==> config.mk <==
export PLATFORM = sky130hd
export DESIGN_NAME = timer_event_ctrl
export DESIGN_NICKNAME = d
export VERILOG_FILES = /design/src/timer_event_pkg.sv /design/src/timer_event_ctrl.sv
export SDC_FILE = /design/constraint.sdc
export NUM_CORES = 1
export LEC_CHECK = 0
export BUFFER_PORTS_ARGS = -buffer_cell sky130_fd_sc_hd__buf_2
export CAP_MARGIN = 15
export CORE_AREA = 4 4 70 72
export CTS_CLUSTER_DIAMETER = 100
export DETAILED_ROUTE_END_ITERATION = 8
export DIE_AREA = 0 0 74 76
export GPL_TIMING_DRIVEN = 0
export PLACE_DENSITY = 0.83
export SYNTH_ARGS = -nofsm -noshare
export SYNTH_HDL_FRONTEND = slang
export SYNTH_SLANG_ARGS = --single-unit
==> constraint.sdc <==
create_clock -name clk -period 4.4 [get_ports clk]
set_clock_uncertainty 0.1 [all_clocks]
set_input_delay 0.44 -clock clk [delete_from_list [all_inputs] [get_ports clk]]
set_output_delay 0.44 -clock clk [all_outputs]
set_load 0.01 [all_outputs]
==> src/timer_event_pkg.sv <==
package timer_event_pkg;

  // ************************************************************
  // register indices (byte address is four times the index)
  // ************************************************************
  localparam logic [7:0] IDX_EV_ROUTING = 8'h0A;
  localparam logic [7:0] IDX_IEN_CLEAR = 8'h0C;
  localparam logic [7:0] IDX_IEN_SET = 8'h0D;
  localparam logic [7:0] IDX_IRQ_FLAGS = 8'h0E;
  localparam logic [7:0] IDX_EV_STATUS = 8'h0F;

  // ************************************************************
  // event routing control fields
  // ************************************************************
  localparam int EV_ACT_LSB = 0;
  localparam int EV_ACT_W = 3;
  localparam int EV_POL_BIT = 4;
  localparam int EV_IN_EN_BIT = 5;
  localparam int WRAP_EO_BIT = 8;
  localparam int CH0_EO_BIT = 12;
  localparam logic [15:0] EV_ROUTING_RST = 16'h0000;
  localparam logic [15:0] EV_ROUTING_MASK = 16'h3137;

  // ************************************************************
  // interrupt enable and flag fields
  // ************************************************************
  localparam int IRQ_WRAP_BIT = 0;
  localparam int IRQ_ERR_BIT = 1;
  localparam int IRQ_SYNC_BIT = 3;
  localparam int IRQ_CH0_BIT = 4;
  localparam logic [7:0] IEN_RST = 8'h00;
  localparam logic [7:0] IRQ_FLAGS_RST = 8'h00;
  localparam logic [7:0] IRQ_MASK = 8'h3B;

  // ************************************************************
  // status fields
  // ************************************************************
  localparam int STAT_EV_LEVEL_BIT = 0;
  localparam int STAT_TIMER_ON_BIT = 1;
  localparam int STAT_GUARD_BIT = 2;

  // event action codes
  typedef enum logic [2:0] {
    ACT_OFF = 3'h0,
    ACT_RETRIGGER = 3'h1,
    ACT_COUNT = 3'h2,
    ACT_START = 3'h3,
    ACT_RSVD4 = 3'h4,
    ACT_PERIOD_REG0 = 3'h5,
    ACT_PERIOD_REG1 = 3'h6,
    ACT_RSVD7 = 3'h7
  } ev_act_t;

  // one-cycle commands toward the counter core
  typedef struct packed {
    logic retrigger;
    logic count;
    logic start;
    logic [1:0] period_cap;
    logic [1:0] width_cap;
  } ev_cmd_t;

  // one-cycle happenings reported by the counter core
  typedef struct packed {
    logic [1:0] ch_hit;
    logic wrap;
    logic cap_collision;
    logic sync_done;
  } core_evt_t;

endpackage

==> src/timer_event_ctrl.sv <==
`timescale 1ns/1ps
// How it works
// - channel event out follows hit when enabled
// - wrap event out follows wrap when enabled
// - input enable bit gates incoming event
// - polarity bit inverts incoming event source
// - codes 1,2,3 retrigger, count, start
// - code 5: period reg0, width reg1
// - code 6: period reg1, width reg0
// - routing writes ignored while enabled or guarded
// - clear register bits 4,5 drop channel enables
// - clear register bit 1 drops error enable
// - clear register bit 0 drops wrap enable
// - set register bits 4,5 raise channel enables
// - set register bit 1 raises error enable
// - set register bit 0 raises wrap enable
// - set and clear share one enable state
// - clear register bit 3 drops sync enable
// - channel flag rises on match or capture
// - irq when flag set and enable set
module timer_event_ctrl
  import timer_event_pkg::*;
(
  // clock and reset
  input wire logic clk,
  input wire logic rstn,
  // avalon-mm slave
  input wire logic [7:0] address,
  input wire logic read,
  input wire logic write,
  input wire logic [31:0] writedata,
  input wire logic [3:0] byteenable,
  output logic [31:0] readdata,
  output logic waitrequest,
  // counter core side
  input wire logic timer_enabled,
  input wire logic write_guard,
  input wire core_evt_t core_evt,
  output ev_cmd_t ev_cmd,
  // event system side
  input wire logic event_in,
  output logic [1:0] channel_event_out,
  output logic wrap_event_out,
  // interrupt controller side
  output logic irq
);

  // ************************************************************
  // reset release
  // ************************************************************

  logic [1:0] rst_sync_q;
  logic rst_n;

  // asynchronous assert, two-flop release
  always_ff @(posedge clk or negedge rstn)
  begin
    if (!rstn)
      rst_sync_q <= 2'b00;
    else
      rst_sync_q <= {rst_sync_q[0], 1'b1};
  end

  assign rst_n = rst_sync_q[1];

  // ************************************************************
  // helpers
  // ************************************************************

  // byte address of a register index
  function automatic logic [7:0] reg_addr(input logic [7:0] idx);
    reg_addr = {idx[5:0], 2'b00};
  endfunction

  // merge write data into a register by byte lane
  function automatic logic [15:0] lane_merge(input logic [15:0] old,
                                             input logic [15:0] wd,
                                             input logic [1:0] be);
    logic [15:0] res;
    res = old;
    if (be[0])
      res[7:0] = wd[7:0];
    if (be[1])
      res[15:8] = wd[15:8];
    lane_merge = res;
  endfunction

  // ************************************************************
  // bus handshake
  // ************************************************************

  logic wait_q;
  logic [31:0] rdata_q;
  logic req;
  logic wr_go;
  logic [31:0] rdata_d;

  assign req = read | write;
  // write takes effect on the edge where waitrequest is sampled low
  assign wr_go = write & ~wait_q;

  // one wait cycle, then answer for one cycle
  always_ff @(posedge clk or negedge rst_n)
  begin
    if (!rst_n)
      wait_q <= 1'b1;
    else if (req && wait_q)
      wait_q <= 1'b0;
    else
      wait_q <= 1'b1;
  end

  // ************************************************************
  // event routing control
  // ************************************************************

  logic [15:0] ev_routing_q;
  logic ev_wr;

  // refused while counter runs or guard is up
  assign ev_wr = wr_go && (address == reg_addr(IDX_EV_ROUTING))
                 && !timer_enabled && !write_guard;

  always_ff @(posedge clk or negedge rst_n)
  begin
    if (!rst_n)
      ev_routing_q <= EV_ROUTING_RST;
    else if (ev_wr)
      ev_routing_q <= lane_merge(ev_routing_q, writedata[15:0], byteenable[1:0])
                      & EV_ROUTING_MASK;
  end

  // ************************************************************
  // interrupt enables, one state behind set and clear
  // ************************************************************

  logic [7:0] ien_q;
  logic [7:0] ien_d;
  logic ien_clr_wr;
  logic ien_set_wr;

  assign ien_clr_wr = wr_go && (address == reg_addr(IDX_IEN_CLEAR))
                      && byteenable[0] && !write_guard;
  assign ien_set_wr = wr_go && (address == reg_addr(IDX_IEN_SET))
                      && byteenable[0] && !write_guard;

  // ones clear or set, zeros leave bits alone
  always_comb
  begin
    ien_d = ien_q;
    if (ien_clr_wr)
      ien_d = ien_q & ~(writedata[7:0] & IRQ_MASK);
    if (ien_set_wr)
      ien_d = ien_q | (writedata[7:0] & IRQ_MASK);
  end

  always_ff @(posedge clk or negedge rst_n)
  begin
    if (!rst_n)
      ien_q <= IEN_RST;
    else
      ien_q <= ien_d;
  end

  // ************************************************************
  // interrupt flags
  // ************************************************************

  logic [7:0] flags_q;
  logic [7:0] flag_set;
  logic [7:0] flag_clr;

  // hardware happenings mapped onto flag positions
  always_comb
  begin
    flag_set = 8'h00;
    flag_set[IRQ_WRAP_BIT] = core_evt.wrap;
    flag_set[IRQ_ERR_BIT] = core_evt.cap_collision;
    flag_set[IRQ_SYNC_BIT] = core_evt.sync_done;
    flag_set[IRQ_CH0_BIT +: 2] = core_evt.ch_hit;
  end

  assign flag_clr = (wr_go && (address == reg_addr(IDX_IRQ_FLAGS)) && byteenable[0])
                    ? (writedata[7:0] & IRQ_MASK) : 8'h00;

  // a set in the clearing cycle wins
  always_ff @(posedge clk or negedge rst_n)
  begin
    if (!rst_n)
      flags_q <= IRQ_FLAGS_RST;
    else
      flags_q <= (flags_q & ~flag_clr) | flag_set;
  end

  // request while any enabled flag stands
  always_ff @(posedge clk or negedge rst_n)
  begin
    if (!rst_n)
      irq <= 1'b0;
    else
      irq <= |(flags_q & ien_q);
  end

  // ************************************************************
  // event outputs
  // ************************************************************

  // one pulse per hit or wrap, gated by enables
  always_ff @(posedge clk or negedge rst_n)
  begin
    if (!rst_n)
    begin
      channel_event_out <= 2'b00;
      wrap_event_out <= 1'b0;
    end
    else
    begin
      channel_event_out <= core_evt.ch_hit & ev_routing_q[CH0_EO_BIT +: 2];
      wrap_event_out <= core_evt.wrap & ev_routing_q[WRAP_EO_BIT];
    end
  end

  // ************************************************************
  // incoming event
  // ************************************************************

  logic ev_meta_q;
  logic ev_sync_q;
  logic ev_level;
  logic ev_last_q;
  logic ev_prev_level;
  logic ev_rise;
  logic ev_fall;

  // pin is asynchronous, two flops before use
  always_ff @(posedge clk or negedge rst_n)
  begin
    if (!rst_n)
    begin
      ev_meta_q <= 1'b0;
      ev_sync_q <= 1'b0;
    end
    else
    begin
      ev_meta_q <= event_in;
      ev_sync_q <= ev_meta_q;
    end
  end

  // polarity applied before edge detection
  assign ev_level = ev_sync_q ^ ev_routing_q[EV_POL_BIT];

  // previous raw level, so enable or polarity writes make no false edge
  always_ff @(posedge clk or negedge rst_n)
  begin
    if (!rst_n)
      ev_last_q <= 1'b0;
    else
      ev_last_q <= ev_sync_q;
  end

  // old sample seen through the current polarity
  assign ev_prev_level = ev_last_q ^ ev_routing_q[EV_POL_BIT];

  // edges only count while input is enabled
  assign ev_rise = ev_routing_q[EV_IN_EN_BIT] & ev_level & ~ev_prev_level;
  assign ev_fall = ev_routing_q[EV_IN_EN_BIT] & ~ev_level & ev_prev_level;

  // ************************************************************
  // event action decode
  // ************************************************************

  ev_cmd_t cmd_d;
  ev_act_t act;

  assign act = ev_act_t'(ev_routing_q[EV_ACT_LSB +: EV_ACT_W]);

  // rising edge starts a period, falling edge ends the pulse
  always_comb
  begin
    cmd_d = '0;
    case (act)
      ACT_RETRIGGER: cmd_d.retrigger = ev_rise;
      ACT_COUNT: cmd_d.count = ev_rise;
      ACT_START: cmd_d.start = ev_rise;
      ACT_PERIOD_REG0:
      begin
        cmd_d.period_cap = {1'b0, ev_rise};
        cmd_d.width_cap = {ev_fall, 1'b0};
      end
      ACT_PERIOD_REG1:
      begin
        cmd_d.period_cap = {ev_rise, 1'b0};
        cmd_d.width_cap = {1'b0, ev_fall};
      end
      default: cmd_d = '0;
    endcase
  end

  always_ff @(posedge clk or negedge rst_n)
  begin
    if (!rst_n)
      ev_cmd <= '0;
    else
      ev_cmd <= cmd_d;
  end

  // ************************************************************
  // read data
  // ************************************************************

  // unmapped addresses read zero
  always_comb
  begin
    rdata_d = 32'h0000_0000;
    if (address == reg_addr(IDX_EV_ROUTING))
      rdata_d[15:0] = ev_routing_q;
    else if (address == reg_addr(IDX_IEN_CLEAR))
      rdata_d[7:0] = ien_q;
    else if (address == reg_addr(IDX_IEN_SET))
      rdata_d[7:0] = ien_q;
    else if (address == reg_addr(IDX_IRQ_FLAGS))
      rdata_d[7:0] = flags_q;
    else if (address == reg_addr(IDX_EV_STATUS))
    begin
      rdata_d[STAT_EV_LEVEL_BIT] = ev_level;
      rdata_d[STAT_TIMER_ON_BIT] = timer_enabled;
      rdata_d[STAT_GUARD_BIT] = write_guard;
    end
  end

  // sampled in the wait cycle, valid while waitrequest is low
  always_ff @(posedge clk or negedge rst_n)
  begin
    if (!rst_n)
      rdata_q <= 32'h0000_0000;
    else if (read && wait_q)
      rdata_q <= rdata_d;
  end

  assign readdata = rdata_q;
  assign waitrequest = wait_q;

endmodule

==> results.sh <==
export IMPL_yosysUniqueCellTypes=42
export IMPL_layout_drive_gt1_share=0.407
export IMPL_r2r_end="readdata[1]$_DFFE_PN0P_"
export IMPL_hpwlAfterDp_um=3360
export IMPL_fp_dieW_um=74
export IMPL_via_per_inst=4.85
export IMPL_max_slew_margin=0.406
export IMPL_cts_sinks=44
export IMPL_synth_top_cell_area_share=0.522
export IMPL_grt_pass1_vias=1546
export IMPL_core_area_sq_um=4290
export IMPL_syn_inst=176
export IMPL_min_period_ps=1870
export IMPL_slew_violations=0
export IMPL_synth_area_leaders="dfrtp_1 (52%), buf_4 (8.4%), mux2_2 (3.8%)"
export IMPL_wl_um=4370
export IMPL_avgSynthCellArea_sq_um=11.7
export IMPL_post_route_period_util=0.426
export IMPL_powerDensity_nw_per_um2=320
export IMPL_num_vias=1505
export IMPL_rr_worst_depth=5
export IMPL_worstSetupPathType="primary input to register"
export IMPL_dp_slack_ps=2190
export IMPL_grt_pass1_wl_um=7250
export IMPL_max_freq_mhz=534
export IMPL_slowest_delay_ps=490
export IMPL_ios=100
export IMPL_cts_root_buffer="clkbuf_8"
export IMPL_min_delay_path_depth=1
export IMPL_ys_ff_latch=44
export IMPL_total_power_mw=0.833
export IMPL_die_area_sq_um=5620
export IMPL_path_buf_inv=2
export IMPL_r2r_slack_ps=2720
export IMPL_antenna_found_initial=0
export IMPL_post_cts_setup_buffers=0
export IMPL_rsz0062_at_grt="false"
export IMPL_power_leakage_nw=1.33
export IMPL_final_nets=313
export IMPL_cp_data_arrival_time_ps=1970
export IMPL_setup_viol=0
export IMPL_clkTransAtPathRegs_ps=90
export IMPL_track_usage=0.166
export IMPL_routabilityCongestion=0.853
export IMPL_synth_main_ff_cell="dfrtp_1"
export IMPL_hold_path_class="primary input to register"
export IMPL_overflow=0
export IMPL_synth_top_area_cell="dfrtp_1"
export IMPL_setup_tns_ps=0
export IMPL_area_growth_synth_to_final_pct=26.2
export IMPL_cts_resized=0
export IMPL_ys_seq_area_frac=0.535
export IMPL_hold_viol=0
export IMPL_cp_top_family="simple AND/OR/NAND/NOR gates"
export IMPL_num_rows=24
export IMPL_grt_start_max_net_pins=43
export IMPL_antennaDiodeCount=0
export IMPL_ys_warn_count=0
export IMPL_r2r_start="waitrequest$_DFF_PN1_"
export IMPL_fin_area_sq_um=2600
export IMPL_hold_start="event_in"
export IMPL_worst_pin_slew_ps=892
export IMPL_ctsLongestPathBuffers=2
export IMPL_crit_fanout=10
export IMPL_netlist_area_sq_um=2060
export IMPL_numCtsBuffers=5
export IMPL_clk_latency_ps=300
export IMPL_holdPathEnd="ev_meta_q$_DFF_PN0_"
export IMPL_start_util=0.480
export IMPL_async_flop_share=1.00
export IMPL_end_kind="register"
export IMPL_cts_max_level=2
export IMPL_placed_area_sq_um=2470
export IMPL_maxCapViolations=0
export IMPL_slowest_stage="nor4b_2"
export IMPL_port_buffers=51
export IMPL_status="completed"
export IMPL_synth_edf_count=0
export IMPL_drc=0
export IMPL_die_h_um=76
export IMPL_worst_setup_path_start_kind="primary input"
export IMPL_first_pass_iters=4
export IMPL_cp_cell_sequence="buf_2 -> clkbuf_1 -> nor4b_2 -> nand4_2 -> mux2_1"
export IMPL_cts_tree="yes"
export IMPL_ir_worst_vdd_mv=0.143
export IMPL_setup_ws_ps=2530
export IMPL_drt_iter0_drc=111
export IMPL_wl_per_cell_um=14.1
export IMPL_utilization=0.606
export IMPL_postRouteAntennaNets=0
export IMPL_worstPathRequired_ps=4490
==> power breakdown <==
group	total [mW]	internal [mW]	leakage (nW)	switching, mW
sequential	0.423	0.411	0.570	0.0113
clock	0.336	0.200	0.0645	0.135
combinational	0.0745	0.0353	0.696	0.0392
total	0.833	0.647	1.33	0.186
==> area by class of cell <==
cell class              count  area, sq um
clock inverters             1         30.0
well taps                  52         65.1
clock buffers               7         96.3
plain buffers              26          185
flip-flops and latches     44         1100
fillers                   383         1690
multi-input cells         125          846
repair buffers             52          265
inverters                   3         11.3
==> through the flow <==
step / hold slack, ps / instances
CTS: 131 / 310
global route: 126 / 310
global placement: 126 / 301
detailed placement: 132 / 301
finish: 134 / 310
floorplan: 44.4 / 198
==> cells in the mapped netlist, drive strengths merged (3+ instances only) <==
| cell type | instances |
|---|---|
| a21o | 5 |
| a21oi | 5 |
| a22o | 3 |
| a22oi | 6 |
| and2 | 3 |
| buf | 24 |
| dfrtp | 43 |
| inv | 3 |
| mux2 | 13 |
| nand2 | 15 |
| nand2b | 5 |
| nand3 | 3 |
| nor2 | 11 |
| nor4 | 4 |
| o21ai | 5 |
==> metal layers <==
metal / up-vias / part of all wire / GRT usage
met1: 709 / 0.40 / 0.213
li1: 737 / - / -
met3: 7 / 0.072 / 0.0383
met4: 0 / 0.013 / 0.0489
met5: - / 0 / 0
met2: 52 / 0.51 / 0.274
==> how the worst max path moves through the flow <==
stage / from / end / slack, ps / cells after the start
final: address[2] / ev_routing_q[1]$_DFFE_PN0P_ / 2530 / 5
after global routing: address[7] / ev_routing_q[1]$_DFFE_PN0P_ / 2360 / 6
after CTS: address[7] / ev_routing_q[1]$_DFFE_PN0P_ / 2520 / 6
after detailed placement: address[7] / ev_routing_q[1]$_DFFE_PN0P_ / 2190 / 6
after global placement: address[7] / ev_routing_q[1]$_DFFE_PN0P_ / 2160 / 6
after floorplan: address[7] / ev_routing_q[1]$_DFFE_PN0P_ / 2470 / 5
==> placed cells by master, fill, tap and decap left out, types with 3 or more instances in the layout <==
cell type	synthesis	routed
clkbuf_8	0	7
nand2b_1	5	5
a21o_1	5	5
nand2_1	15	15
a22o_1	3	3
buf_2	1	52
mux2_2	7	7
a22oi_1	6	6
buf_4	23	23
nand3_1	3	3
dfrtp_1	43	42
a21oi_1	5	5
and2_1	3	3
nor2_1	11	11
o21ai_0	5	5
conb_1	2	24
mux2_4	5	5
inv_1	3	3
==> logic make-up after synthesis <==
kind of cell           count (synthesis)  share of synthesized area
AOI/OAI and AO/OA                     30                      0.101
buffers and inverters                 29                     0.0953
other                                  2                    0.00364
DFF                                   44                      0.535
and+or+nand+nor                       56                      0.176
muxes                                 15                     0.0898
==> timing repair <==
action / CTS / global route
setup endpoints to repair: 0 / 0
endpoints found under the hold margin: 2 / 0
hold buffers: 1 / 0
(Power assumes the default switching activity.)
